File: src/design/ecs_pkg.sv
// constants shared by the ethernet control/status register bank
package ecs_pkg;
  // ==========================================================
  // register offsets
  localparam logic [7:0] OFS_TX_POLL = 8'h08;
  localparam logic [7:0] OFS_RX_POLL = 8'h10;
  localparam logic [7:0] OFS_STATUS = 8'h28;
  localparam logic [7:0] OFS_NAR = 8'h30;
  localparam logic [7:0] OFS_IER = 8'h38;
  localparam logic [7:0] OFS_MISSED = 8'h40;
  localparam logic [7:0] OFS_SERIAL = 8'h48;
  localparam logic [7:0] OFS_TIMER = 8'h58;
  localparam logic [7:0] OFS_WAKE = 8'h68;
  // ==========================================================
  // status bits
  localparam int ST_TX_DONE = 0;
  localparam int ST_TX_STOP = 1;
  localparam int ST_TX_NODESC = 2;
  localparam int ST_JABBER = 3;
  localparam int ST_UNDERFLOW = 5;
  localparam int ST_RX_DONE = 6;
  localparam int ST_RX_NODESC = 7;
  localparam int ST_RX_STOP = 8;
  localparam int ST_RX_WDOG = 9;
  localparam int ST_TIMER = 11;
  localparam int ST_ABN_SUM = 15;
  localparam int ST_NRM_SUM = 16;
  localparam logic [14:0] NORMAL_MASK = 15'h0045;
  localparam logic [14:0] ABNORMAL_MASK = 15'h0BAA;
  // ==========================================================
  // network access control fields
  localparam int NAR_SF = 21;
  localparam int NAR_TR = 14;
  localparam int NAR_ST = 13;
  localparam int NAR_OM = 10;
  localparam int NAR_MM = 7;
  localparam int NAR_PR = 6;
  localparam int NAR_PB = 3;
  localparam int NAR_SR = 1;
  localparam logic [31:0] NAR_WMASK = 32'h0028FCEA;
  localparam logic [31:0] NAR_RESET = 32'h00080040;
  localparam logic [31:0] IER_WMASK = 32'h0001ABEF;
  // ==========================================================
  // serial port, timer and wake fields
  localparam int SP_MDC = 16;
  localparam int SP_MDO = 17;
  localparam int SP_MMC = 18;
  localparam int SP_MDI = 19;
  localparam int SP_EE_RD = 14;
  localparam int SP_EE_WR = 13;
  localparam int SP_EE_SEL = 11;
  localparam int SP_EE_DO = 3;
  localparam int SP_EE_DI = 2;
  localparam int SP_EE_SK = 1;
  localparam int SP_EE_CS = 0;
  localparam logic [31:0] SPR_WMASK = 32'h00076807;
  localparam logic [31:0] SPR_RESET = 32'h00040007;
  localparam int TMR_COM = 16;
  localparam int WK_PATTERN_CRC_SEED_SELECT = 30;
  localparam int WK_PAT = 25;
  localparam int WK_LOFF = 17;
  localparam int WK_LON = 16;
  localparam int WK_EVT = 8;
  localparam logic [31:0] WAKE_WMASK = 32'h7E030700;
  localparam logic [15:0] CRC_SEED_ONE = 16'hFFFF;
  localparam logic [15:0] CRC_SEED_ZERO = 16'h0000;
  // ==========================================================
  // transmit start thresholds in bytes
  localparam logic [10:0] THR_SF = 11'h7FF;
  localparam logic [43:0] THR_100 = {11'h400, 11'h200, 11'h100, 11'h080};
  localparam logic [43:0] THR_10 = {11'h0A0, 11'h080, 11'h060, 11'h048};
  // ==========================================================
  // timing
  localparam int CLK_MHZ = 50;
  localparam int TICK_US = 204;
  localparam int TICK_CYCLES = TICK_US * CLK_MHZ;
endpackage

File: src/design/ecs_timer_if.sv
// carrier between the register bank and its general-purpose timer
`timescale 1ns/1ps
`default_nettype none
interface ecs_timer_if;
  logic load;
  logic [16:0] wdata;
  logic [15:0] count;
  logic auto_reload;
  logic expired;
  modport ctrl(output load, output wdata, input count, input auto_reload, input expired);
  modport tmr(input load, input wdata, output count, output auto_reload, output expired);
endinterface
`default_nettype wire

File: src/design/ecs_gp_timer.sv
// general-purpose countdown timer with its tick divider
`timescale 1ns/1ps
`default_nettype none
module ecs_gp_timer #(
  parameter int TICK_CYCLES = ecs_pkg::TICK_CYCLES
) (
  input wire logic core_clk,
  input wire logic rst_b,
  ecs_timer_if.tmr tif
);
  import ecs_pkg::*;
  localparam int DW = $clog2(TICK_CYCLES + 1);
  logic [DW-1:0] div_ff;
  logic [15:0] reload_ff;
  logic [15:0] count_ff;
  logic auto_ff;
  logic expired_ff;
  // ==========================================================
  // tick enable and countdown
  wire tick = (div_ff == DW'(TICK_CYCLES - 1));
  wire running = (count_ff != 16'h0000);
  wire last = tick && (count_ff == 16'h0001);
  always_ff @(posedge core_clk) begin
    if (!rst_b) begin
      div_ff <= '0;
      reload_ff <= 16'h0000;
      count_ff <= 16'h0000;
      auto_ff <= 1'b0;
      expired_ff <= 1'b0;
    end else if (tif.load) begin
      // a write restarts the period so the first step is a full tick
      div_ff <= '0;
      reload_ff <= tif.wdata[15:0];
      count_ff <= tif.wdata[15:0];
      auto_ff <= tif.wdata[TMR_COM];
      expired_ff <= 1'b0;
    end else begin
      div_ff <= tick ? '0 : div_ff + 1'b1;
      expired_ff <= last;
      if (tick && running) begin
        count_ff <= (last && auto_ff) ? reload_ff : count_ff - 16'h0001;
      end
    end
  end
  assign tif.count = count_ff;
  assign tif.auto_reload = auto_ff;
  assign tif.expired = expired_ff;
endmodule
`default_nettype wire

File: src/design/ecs_regs.sv
// control and status register bank of the fast ethernet controller
`timescale 1ns/1ps
`default_nettype none
// ==========================================================
// What this block does
// - no rx descriptor: flag, suspend, resume
// - tx underflow: flag, suspend, mark descriptor
// - jabber expiry: flag, stop tx, mark descriptor
// - no tx descriptor: flag, suspend until poll
// - tx done flagged only when completion requested
// - process stop events set stop flags
// - status flags sticky, cleared by writing one
// - store and forward ignores threshold
// - threshold code selects tx start bytes
// - run bit starts or stops transmit
// - mode field selects normal or loopback
// - multicast and promiscuous address filter
// - bad frames kept only when enabled
// - rx stop waits for current frame
// - each enable gated by its group enable
// - missed frame counter, overflow, clear on read
// - management pins driven by register bits
// - eeprom pins gated by select and direction
// - timer counts down per tick, optional reload
// - crc seed and pattern enables from wake
// - link edges set link change flag
// - enabled wake events raise event status
// - timer expiry sets timer flag
// - summary flags cover normal and abnormal bits
module ecs_regs #(
  parameter int TICK_CYCLES = ecs_pkg::TICK_CYCLES
) (
  input wire logic core_clk,
  input wire logic rst_b,
  input wire logic reg_wr_en,
  input wire logic reg_rd_en,
  input wire logic [7:0] reg_addr,
  input wire logic [31:0] reg_wdata,
  output logic [31:0] reg_rdata,
  input wire logic tx_done_evt,
  input wire logic tx_ioc,
  input wire logic tx_stop_evt,
  input wire logic tx_nodesc_evt,
  input wire logic tx_jabber_evt,
  input wire logic tx_underflow_evt,
  input wire logic tx_auto_poll_tick,
  input wire logic rx_done_evt,
  input wire logic rx_stop_evt,
  input wire logic rx_nodesc_evt,
  input wire logic rx_wdog_evt,
  input wire logic rx_new_frame_evt,
  input wire logic rx_frame_busy,
  input wire logic missed_frame_evt,
  input wire logic frame_valid,
  input wire logic frame_da_match,
  input wire logic frame_mcast,
  input wire logic frame_bad,
  input wire logic frame_pause_wake,
  input wire logic speed_100,
  input wire logic link_up_pin,
  input wire logic wake_frame_evt,
  input wire logic magic_frame_evt,
  input wire logic mdio_in,
  input wire logic ee_do_pin,
  output logic mdc_o,
  output logic mdio_out,
  output logic mdio_oe_b,
  output logic ee_cs_o,
  output logic ee_sk_o,
  output logic ee_di_o,
  output logic tx_active,
  output logic tx_desc0_underflow,
  output logic tx_desc0_jabber,
  output logic rx_active,
  output logic frame_accept,
  output logic store_forward,
  output logic [10:0] tx_start_bytes,
  output logic [1:0] loopback_select,
  output logic [15:0] pattern_crc_seed,
  output logic [4:0] pattern_match_enable,
  output logic pme_event_status,
  output logic irq_o
);
  import ecs_pkg::*;
  logic [14:0] status_ff;
  logic [31:0] nar_ff;
  logic [31:0] ier_ff;
  logic [31:0] spr_ff;
  logic [31:0] wake_ff;
  logic [2:0] wake_flag_ff;
  logic [15:0] missed_ff;
  logic missed_ovf_ff;
  logic tx_susp_ff;
  logic tx_halt_ff;
  logic rx_susp_ff;
  logic rx_run_ff;
  logic desc_uf_ff;
  logic desc_jab_ff;
  logic accept_ff;
  logic [5:0] pins_ff;
  logic [2:0] sync1_ff;
  logic [2:0] sync2_ff;
  logic link_prev_ff;
  logic [31:0] rdata_ff;
  // ==========================================================
  // address decode
  wire wr_status = reg_wr_en && (reg_addr == OFS_STATUS);
  wire wr_nar = reg_wr_en && (reg_addr == OFS_NAR);
  wire wr_ier = reg_wr_en && (reg_addr == OFS_IER);
  wire wr_spr = reg_wr_en && (reg_addr == OFS_SERIAL);
  wire wr_tmr = reg_wr_en && (reg_addr == OFS_TIMER);
  wire wr_wake = reg_wr_en && (reg_addr == OFS_WAKE);
  wire wr_txpoll = reg_wr_en && (reg_addr == OFS_TX_POLL);
  wire wr_rxpoll = reg_wr_en && (reg_addr == OFS_RX_POLL);
  wire rd_missed = reg_rd_en && (reg_addr == OFS_MISSED);
  // ==========================================================
  // pin synchronisers: link, eeprom data, management data
  wire link_s = sync2_ff[2];
  wire ee_do_s = sync2_ff[1];
  wire mdi_s = sync2_ff[0];
  always_ff @(posedge core_clk) begin
    if (!rst_b) begin
      sync1_ff <= 3'h0;
      sync2_ff <= 3'h0;
      link_prev_ff <= 1'b0;
    end else begin
      sync1_ff <= {link_up_pin, ee_do_pin, mdio_in};
      sync2_ff <= sync1_ff;
      link_prev_ff <= link_s;
    end
  end

  // ==========================================================
  // general-purpose timer
  ecs_timer_if tif();
  ecs_gp_timer #(
    .TICK_CYCLES(TICK_CYCLES)
  ) u_timer (
    .core_clk(core_clk),
    .rst_b(rst_b),
    .tif(tif.tmr)
  );
  assign tif.load = wr_tmr;
  assign tif.wdata = reg_wdata[16:0];
  // ==========================================================
  // status flags
  logic [14:0] flag_set;
  always_comb begin
    flag_set = 15'h0000;
    flag_set[ST_TX_DONE] = tx_done_evt && tx_ioc;
    flag_set[ST_TX_STOP] = tx_stop_evt;
    flag_set[ST_TX_NODESC] = tx_nodesc_evt;
    flag_set[ST_JABBER] = tx_jabber_evt;
    flag_set[ST_UNDERFLOW] = tx_underflow_evt;
    flag_set[ST_RX_DONE] = rx_done_evt;
    flag_set[ST_RX_NODESC] = rx_nodesc_evt;
    flag_set[ST_RX_STOP] = rx_stop_evt;
    flag_set[ST_RX_WDOG] = rx_wdog_evt;
    flag_set[ST_TIMER] = tif.expired;
  end
  wire [14:0] clr_mask = wr_status ? reg_wdata[14:0] : 15'h0000;
  wire [14:0] keep_mask = status_ff & ~clr_mask;
  // a new event in the clearing cycle still lands
  wire [14:0] nxt_status = keep_mask | flag_set;
  wire nrm_sum = |(status_ff & NORMAL_MASK);
  wire abn_sum = |(status_ff & ABNORMAL_MASK);
  wire [14:0] live = status_ff & ier_ff[14:0];
  wire nrm_irq = ier_ff[ST_NRM_SUM] && |(live & NORMAL_MASK);
  wire abn_irq = ier_ff[ST_ABN_SUM] && |(live & ABNORMAL_MASK);
  assign irq_o = nrm_irq || abn_irq;
  // ==========================================================
  // process suspension and halt
  wire nxt_tx_susp = tx_nodesc_evt || tx_underflow_evt ||
                     (tx_susp_ff && !wr_txpoll && !tx_auto_poll_tick);
  wire nxt_rx_susp = rx_nodesc_evt ||
                     (rx_susp_ff && !wr_rxpoll && !rx_new_frame_evt);
  wire nxt_tx_halt = tx_jabber_evt || (tx_halt_ff && !wr_nar);
  wire rx_run_en = nar_ff[NAR_SR];
  // receive drains the frame in flight before it stops
  wire nxt_rx_run = rx_run_en || (rx_run_ff && rx_frame_busy);
  assign tx_active = nar_ff[NAR_ST] && !tx_halt_ff && !tx_susp_ff;
  assign rx_active = rx_run_ff && !rx_susp_ff;
  assign tx_desc0_underflow = desc_uf_ff;
  assign tx_desc0_jabber = desc_jab_ff;
  always_ff @(posedge core_clk) begin
    if (!rst_b) begin
      status_ff <= 15'h0000;
      tx_susp_ff <= 1'b0;
      rx_susp_ff <= 1'b0;
      tx_halt_ff <= 1'b0;
      rx_run_ff <= 1'b0;
      desc_uf_ff <= 1'b0;
      desc_jab_ff <= 1'b0;
    end else begin
      status_ff <= nxt_status;
      tx_susp_ff <= nxt_tx_susp;
      rx_susp_ff <= nxt_rx_susp;
      tx_halt_ff <= nxt_tx_halt;
      rx_run_ff <= nxt_rx_run;
      desc_uf_ff <= tx_underflow_evt;
      desc_jab_ff <= tx_jabber_evt;
    end
  end

  // ==========================================================
  // network access control and filtering
  // restricted fields are not guarded: software writes them only while stopped
  assign store_forward = nar_ff[NAR_SF];
  assign loopback_select = nar_ff[NAR_OM +: 2];
  wire [1:0] thr_code = nar_ff[NAR_TR +: 2];
  wire [43:0] thr_tab = speed_100 ? THR_100 : THR_10;
  wire [10:0] thr_bytes = thr_tab[11 * thr_code +: 11];
  assign tx_start_bytes = store_forward ? THR_SF : thr_bytes;
  wire addr_ok = nar_ff[NAR_PR] || frame_da_match ||
                 (frame_mcast && nar_ff[NAR_MM]);
  wire bad_ok = !frame_bad || nar_ff[NAR_PB];
  // pause and wake frames pass even while normal reception is stopped
  wire rx_open = rx_active || frame_pause_wake;
  wire nxt_accept = frame_valid && rx_open && addr_ok && bad_ok;
  // ==========================================================
  // missed frame counter
  wire cnt_full = (missed_ff == 16'hFFFF);
  logic [15:0] nxt_missed;
  logic nxt_ovf;
  always_comb begin
    nxt_missed = missed_ff;
    nxt_ovf = missed_ovf_ff;
    if (rd_missed) begin
      nxt_missed = missed_frame_evt ? 16'h0001 : 16'h0000;
      nxt_ovf = 1'b0;
    end else if (missed_frame_evt) begin
      nxt_missed = missed_ff + 16'h0001;
      nxt_ovf = missed_ovf_ff || cnt_full;
    end
  end

  // ==========================================================
  // serial port pins
  wire ee_access = spr_ff[SP_EE_SEL] && (spr_ff[SP_EE_RD] || spr_ff[SP_EE_WR]);
  wire [5:0] nxt_pins = {spr_ff[SP_MDC], spr_ff[SP_MDO], spr_ff[SP_MMC],
                         ee_access && spr_ff[SP_EE_CS], ee_access && spr_ff[SP_EE_SK],
                         ee_access && spr_ff[SP_EE_DI]};
  assign mdc_o = pins_ff[5];
  assign mdio_out = pins_ff[4];
  // read direction releases the data pin
  assign mdio_oe_b = pins_ff[3];
  assign ee_cs_o = pins_ff[2];
  assign ee_sk_o = pins_ff[1];
  assign ee_di_o = pins_ff[0];
  // ==========================================================
  // wake control
  wire link_on = link_s && !link_prev_ff;
  wire link_off = !link_s && link_prev_ff;
  wire lsc_set = (link_off && wake_ff[WK_LOFF]) || (link_on && wake_ff[WK_LON]);
  wire [2:0] wake_set = {wake_frame_evt, magic_frame_evt, lsc_set};
  wire [2:0] wake_clr = wr_wake ? reg_wdata[2:0] : 3'h0;
  wire [2:0] nxt_wake_flag = (wake_flag_ff & ~wake_clr) | wake_set;
  assign pme_event_status = |(wake_flag_ff & wake_ff[WK_EVT +: 3]);
  assign pattern_crc_seed = wake_ff[WK_PATTERN_CRC_SEED_SELECT] ? CRC_SEED_ONE : CRC_SEED_ZERO;
  assign pattern_match_enable = wake_ff[WK_PAT +: 5];
  // ==========================================================
  // control registers
  always_ff @(posedge core_clk) begin
    if (!rst_b) begin
      nar_ff <= NAR_RESET;
      ier_ff <= 32'h00000000;
      spr_ff <= SPR_RESET;
      wake_ff <= 32'h00000000;
      wake_flag_ff <= 3'h0;
      missed_ff <= 16'h0000;
      missed_ovf_ff <= 1'b0;
      pins_ff <= 6'h08;
      accept_ff <= 1'b0;
    end else begin
      if (wr_nar) begin
        nar_ff <= reg_wdata & NAR_WMASK;
      end
      if (wr_ier) begin
        ier_ff <= reg_wdata & IER_WMASK;
      end
      if (wr_spr) begin
        spr_ff <= reg_wdata & SPR_WMASK;
      end
      if (wr_wake) begin
        wake_ff <= reg_wdata & WAKE_WMASK;
      end
      wake_flag_ff <= nxt_wake_flag;
      missed_ff <= nxt_missed;
      missed_ovf_ff <= nxt_ovf;
      pins_ff <= nxt_pins;
      accept_ff <= nxt_accept;
    end
  end
  assign frame_accept = accept_ff;
  // ==========================================================
  // read data
  wire [31:0] rd_status = {15'h0000, nrm_sum, abn_sum, status_ff};
  wire [31:0] rd_spr = {12'h000, mdi_s, spr_ff[18:4], ee_do_s, spr_ff[2:0]};
  wire [31:0] rd_tmr = {15'h0000, tif.auto_reload, tif.count};
  wire [31:0] rd_wake = {wake_ff[31:3], wake_flag_ff};
  wire [31:0] rd_missed_w = {15'h0000, missed_ovf_ff, missed_ff};
  wire [31:0] nxt_rdata =
    (reg_addr == OFS_STATUS) ? rd_status :
    (reg_addr == OFS_NAR) ? nar_ff :
    (reg_addr == OFS_IER) ? ier_ff :
    (reg_addr == OFS_MISSED) ? rd_missed_w :
    (reg_addr == OFS_SERIAL) ? rd_spr :
    (reg_addr == OFS_TIMER) ? rd_tmr :
    (reg_addr == OFS_WAKE) ? rd_wake : 32'h00000000;
  always_ff @(posedge core_clk) begin
    if (!rst_b) begin
      rdata_ff <= 32'h00000000;
    end else if (reg_rd_en) begin
      rdata_ff <= nxt_rdata;
    end
  end
  assign reg_rdata = rdata_ff;
endmodule
`default_nettype wire

File: config.mk
export PLATFORM = sky130hd
export DESIGN_NAME = ecs_regs
export DESIGN_NICKNAME = d
export VERILOG_FILES = /design/src/design/ecs_pkg.sv /design/src/design/ecs_timer_if.sv /design/src/design/ecs_gp_timer.sv /design/src/design/ecs_regs.sv
export SDC_FILE = /design/constraint.sdc
export NUM_CORES = 1
export LEC_CHECK = 0
export ABC_AREA = 1
export BUFFER_PORTS_ARGS = -buffer_cell sky130_fd_sc_hd__buf_4
export CAP_MARGIN = 20
export CELL_PAD_IN_SITES_DETAIL_PLACEMENT = 1
export CELL_PAD_IN_SITES_GLOBAL_PLACEMENT = 2
export CORE_ASPECT_RATIO = 1.5
export CORE_MARGIN = 8
export CORE_UTILIZATION = 25
export DETAILED_ROUTE_END_ITERATION = 6
export GPL_TIMING_DRIVEN = 0
export HOLD_SLACK_MARGIN = 0.03
export PLACE_DENSITY_LB_ADDON = 0.1
export SKIP_CTS_REPAIR_TIMING = 1
export SLEW_MARGIN = 10
export SYNTH_ARGS = -nofsm -noshare
export SYNTH_HDL_FRONTEND = slang
export SYNTH_HIERARCHICAL = 1
export SYNTH_SLANG_ARGS = --single-unit
File: constraint.sdc
create_clock -name core_clk -period 1.5 [get_ports core_clk]
set_input_delay 0.15 -clock core_clk [delete_from_list [all_inputs] [get_ports core_clk]]
set_output_delay 0.15 -clock core_clk [all_outputs]
set_load 0.02 [all_outputs]
# Word-level counts from Yosys, hierarchy flattened
# Cells that the tools add are included.
[totals] ff_bits=181 latchBits=0 mem_bits_rw=0 mem_bits_ro=0 in_bits=69 out_inout_bits=80 wordCells=140 n_memories=0
[op_classes] add_sub_neg=3 mul=1 div=0 n_lt_le_gt_ge=0 eq_ne=12 shift=1 mux=18 n_bitwise=9 n_reduce_logical=71
[op_table] op="31-bit 2-to-1 mux" n=7
[op_table] op="16-bit 2-to-1 mux" n=6
[op_table] op="44-bit 2-to-1 mux" n=1
[op_table] op="44-bit by 7-bit variable part select with 11-bit output" n=1
[op_table] op="1-bit logical AND" n=36
[op_table] op="8-bit by 7-bit equality test with 1-bit output (second input constant)" n=4
[op_table] op="8-bit by 6-bit equality test with 1-bit output (second input constant)" n=3
[op_table] op="16-bit by 1-bit adder with 16-bit output (second input constant)" n=1
[op_table] op="16-bit by 1-bit equality test with 1-bit output (second input constant)" n=1
[op_table] op="16-bit equality test (second input constant)" n=1
[op_table] op="16-bit nonzero test" n=1
[op_table] op="16-bit by 1-bit subtractor with 16-bit output (second input constant)" n=1
[op_table] op="15-bit AND" n=1
[op_table] op="15-bit 2-to-1 mux" n=1
[op_table] op="15-bit NOT" n=1
[op_table] op="15-bit by 12-bit OR with 15-bit output" n=1
[op_table] op="14-bit by 1-bit adder with 14-bit output (second input constant)" n=1
[op_table] op="14-bit equality test (second input constant)" n=1
[op_table] op="7-bit OR reduction" n=2
[op_table] op="1-bit logical OR" n=13
[op_table] op="12-bit AND" n=1
[op_table] op="3-bit OR reduction" n=4
[op_table] op="1-bit logical NOT" n=11
[op_table] op="11-bit 2-to-1 mux" n=1
[op_table] op="11 further kinds" n=14

# Depth between registers and ports, before layout
[logic_depth] ltp_word=8 ltp_mapped=13

# Cells and area by module
# The synthesis kept the hierarchy.
[by_module_without_submodules] mod="ecs_regs" n_inst=1 cells_each=833 area_per_inst_um2=5936.9
[by_module_without_submodules] mod="ecs_gp_timer" n_inst=1 cells_each=418 area_per_inst_um2=2874.0

# Worst setup path after synthesis
# No wires, ideal clock.
[synth_path] path_kind="reg2reg" startpoint="register u_timer.count_ff[0], in the netlist u_timer/tif.count[0]" endpoint="register u_timer.count_ff[12], in the netlist u_timer/tif.count[12]" setup_ns=0.118 arrival_time_ns=1.494 setup_slack_ns=-0.112 path_stages_with_launch=11 synth_period_minus_slack_ns=1.612 cell_sequence="dfxtp_1 -> inv_1 -> ha_1 -> nand3_2 -> inv_1 -> nand2_1 -> o21ai_4 -> nand2_2 -> buf_6 -> o21ai_1 -> a21oi_1"
[synth_between] elab_chain_len=6 word_cells_on_any_way=10
[synth_rtl] item="from (decl)" line_no="ecs_gp_timer.sv:15" text="logic [15:0] count_ff;"
[synth_rtl] item="from (signal assigned)" line_no="ecs_gp_timer.sv:34" text="count_ff <= tif.wdata[15:0];"
[synth_rtl] item="from (signal assigned)" line_no="ecs_gp_timer.sv:41" text="count_ff <= (last && auto_ff) ? reload_ff : count_ff - 16'h0001;"
[synth_rtl] item="parallel branches: the longest is 6 deep, another holds 16-bit by 1-bit subtractor with 16-bit output"
# Parallel ways; which one is timed is not known. The select of a mux whose other input is x is not followed.
# A chain may end at the register's enable or synchronous reset.

# Worst setup path in the final report
[layout_path] startpoint="register u_timer.count_ff[1], in the netlist u_timer/tif.count[1]" endpoint="register u_timer.count_ff[2], in the netlist u_timer/tif.count[2]"
# The elaborated chain is that of the path after synthesis.

==> flow_metrics.tcl <==
set metrics [dict create \
    via_count 9125 \
    grt_max_degree 19 \
    synth.most_common_cell "nand2_1" \
    drv_cap 0 \
    clock_power_share_pct 43.1 \
    hold-path-endpoint "u_timer/reload_ff[2]" \
    rsz0062_at_grt "true" \
    min-delay-path-class "in2reg" \
    grt_pass1_wl_um 57700 \
    drt_iter0_drc 313 \
    netlist_area_um2 8810 \
    yosys-top-cells-area "dfxtp_1 (40%), nand2_1 (11%), a21oi_1 (7.0%)" \
    synth-seq-cells 176 \
    cts_max_level 4 \
    min_from "reg_wdata[2]" \
    p_switching_mw 2.57 \
    fin_worst_skew_ps 8.33 \
    finalHoldViolations 1 \
    hold_path_depth 3 \
    routedWlPerCell_um 20.3 \
    cts_sinks 176 \
    wl_um 39900 \
    grt_pass1_vias 9283 \
    dp_slack_ps -1220 \
    synthCells 1251 \
    tightest_slew_ps 841 \
    syn_area_per_cell_um2 7.04 \
    highest_layer "met4" \
    syn_to_final_growth_pct 39.0 \
    io_buffers 138 \
    seqPwrFrac_pct 47.6 \
    max_slew_margin_pct 43.9 \
    place_inst 1866 \
    synth_top_area_share_pct 40.0 \
    cts_buffers 17 \
    met1_length_um 15300 \
    crit_path_end_kind "flip-flop" \
    whs_ps -10.1 \
    period_needed_ps 1670 \
    synth_edf_count 0 \
    die_area_um2 41600 \
    overflow 0 \
    timing.rr.end "u_timer/tif.count[2]" \
    fmax_mhz 599 \
    sw_frac_of_total_pct 25.4 \
    irDropWorstVdd_mv 0.546 \
    cts_tree "yes" \
    ys_warn_count 6 \
    start_util_pct 25.3 \
    combPwrFrac_pct 9.3 \
    r2r_start "u_timer/tif.count[1]" \
    setup_viol 17 \
    final_nets 1558 \
    firstDrtPassIters 5 \
    synth_commonest_cells "nand2_1 (256), dfxtp_1 (176), inv_1 (153)" \
    dp_hpwl_um 31500 \
    clockBufferDepth 2 \
    power.leakage_nw 5.34 \
    viasPerCell 4.63 \
    globalplace.congestion 0.842 \
    violations "hold timing, setup timing" \
    fin_ws_ps -169 \
    wl_met3_um 1040 \
    fin_crit_sh_pct 111 \
    layout.cells.non_filler 1969 \
    dieHeight_um 246 \
    ys_seq_area_share_pct 40.0 \
    slew_viol_final 0 \
    reg2reg_depth 10 \
    status "complete, but fails checks" \
    antenna_cells 0 \
    cp-start-kind "flip-flop" \
    die-width_um 169 \
    ioPinCount 149 \
    num_rows 84 \
    cp_max_fo 5 \
    netlist-cell-type-count 52 \
    yosys.area.top_type "dfxtp_1" \
    antenna_found_initial 0 \
    async_flop_share_pct 0 \
    grt.total_usage_pct 18.8 \
    ys.flop_type "dfxtp_1" \
    ant_nets 0 \
    wl_met2_um 22200 \
    critPathRequiredTime_ps 1840 \
    critical_path_class "reg2reg" \
    p_int_mw 7.55 \
    drive_gt1_share_pct 31.2 \
    clockRootBuffer "clkbuf_16" \
    drc 0 \
    cp_data_arrival_time_ps 2010 \
    coreArea_um2 34900 \
    rrSetupSlack_ps -170 \
    powerDensity_nw_per_um2 826 \
    insertion_delay_ps 450 \
    clkTransAtPathRegs_ps 60 \
]
## power groups by stage
stage	sequential, mW	combinational [mW]	clock [mW]
2_1_floorplan	4.93	0.341	0
3_3_place_gp	4.92	0.811	0
3_5_place_dp	4.93	0.820	0
4_1_cts	4.82	0.823	4.54
5_1_grt	4.82	1.02	4.69
6_report	4.81	0.941	4.37
## per-stage QoR
step	instance area [um^2]	power, mW	TNS, ps	utilization, %	hold WS [ps]
2_1_floorplan	8860	5.27	-11.4	-	248
5_1_grt	12200	10.5	-4100	35.1	33.7
6_report	12200	10.1	-2390	35.1	-10.1
4_1_cts	11000	10.2	-29010	31.6	-140
3_5_place_dp	10500	5.75	-81320	30.1	342
3_3_place_gp	10500	5.74	-76830	30.1	334
## registers in the layout, summed over array words and instances, names as in the netlist, 3 cells and up
signal / cells
ier_ff: 13
missed_ff: 16
nar_ff: 13
pins_ff: 6
reg_rdata: 27
spr_ff: 9
status_ff: 15
sync1_ff: 3
sync2_ff: 3
u_timer/div_ff: 14
u_timer/reload_ff: 16
u_timer/tif.count: 16
wake_ff: 11
wake_flag_ff: 3
## metal layers
| metal | vias to the layer above | GRT usage (%) |
|---|---|---|
| li1 | 4495 | - |
| met3 | 56 | 2.81 |
| met1 | 4437 | 19.4 |
| met2 | 137 | 36.3 |
| met5 | - | 0 |
| met4 | 0 | 8.72 |
## worst max path at each step
stage	from	end	slack, ps	cells after the start
2_1_floorplan	u_timer/tif.count[0]	u_timer/tif.count[10]	-2	9
3_3_place_gp	rst_b	spr_ff[2]	-1140	5
3_5_place_dp	rst_b	nar_ff[6]	-1220	5
4_1_cts	rst_b	nar_ff[6]	-670	5
5_1_grt	u_timer/tif.count[1]	u_timer/tif.count[6]	-270	11
6_report	u_timer/tif.count[1]	u_timer/tif.count[2]	-170	10
## critical path: stages, from the launching register on
cell	delay, ps
dfxtp_4	360
inv_4	70
ha_4	160
nand3_4	90
inv_2	80
nand2_4	50
o21ai_4	260
nand2_4	140
clkbuf_16	190
o21ai_2	120
a21oi_2	40
## kinds of logic (layout without fill, tap and decap cells)
family / after synthesis / count (layout) / synth area share [%]
other cells: 1 / 5 / 0.0426
fa+ha+maj: 4 / 4 / 0.568
compound gates: 279 / 279 / 17.7
buf+inv: 248 / 489 / 12.5
flops: 176 / 176 / 40.0
xor+xnor: 13 / 13 / 1.29
simple gates: 530 / 530 / 28.0
## cell type report
cell class,instances,area (um^2)
inverters,171,666
clock buffers,24,492
well taps,473,592
repair buffers,211,1730
flip-flops and latches,176,3590
fillers,4349,22600
multi-input cells,831,4620
plain buffers,77,499
clock inverters,6,57.6
## cell usage in the layout (no fill, tap or decap), drive strengths merged, types with 19 or more instances in the layout
cell / n
a21oi: 131
nand3: 99
nor2: 111
o21ai: 115
dfxtp: 176
inv: 170
buf: 227
nand4: 19
nor3: 24
nand2: 268
dlygate4sd3: 36
clkbuf: 49
No activity file was read; power rests on OpenSTA's default activity.
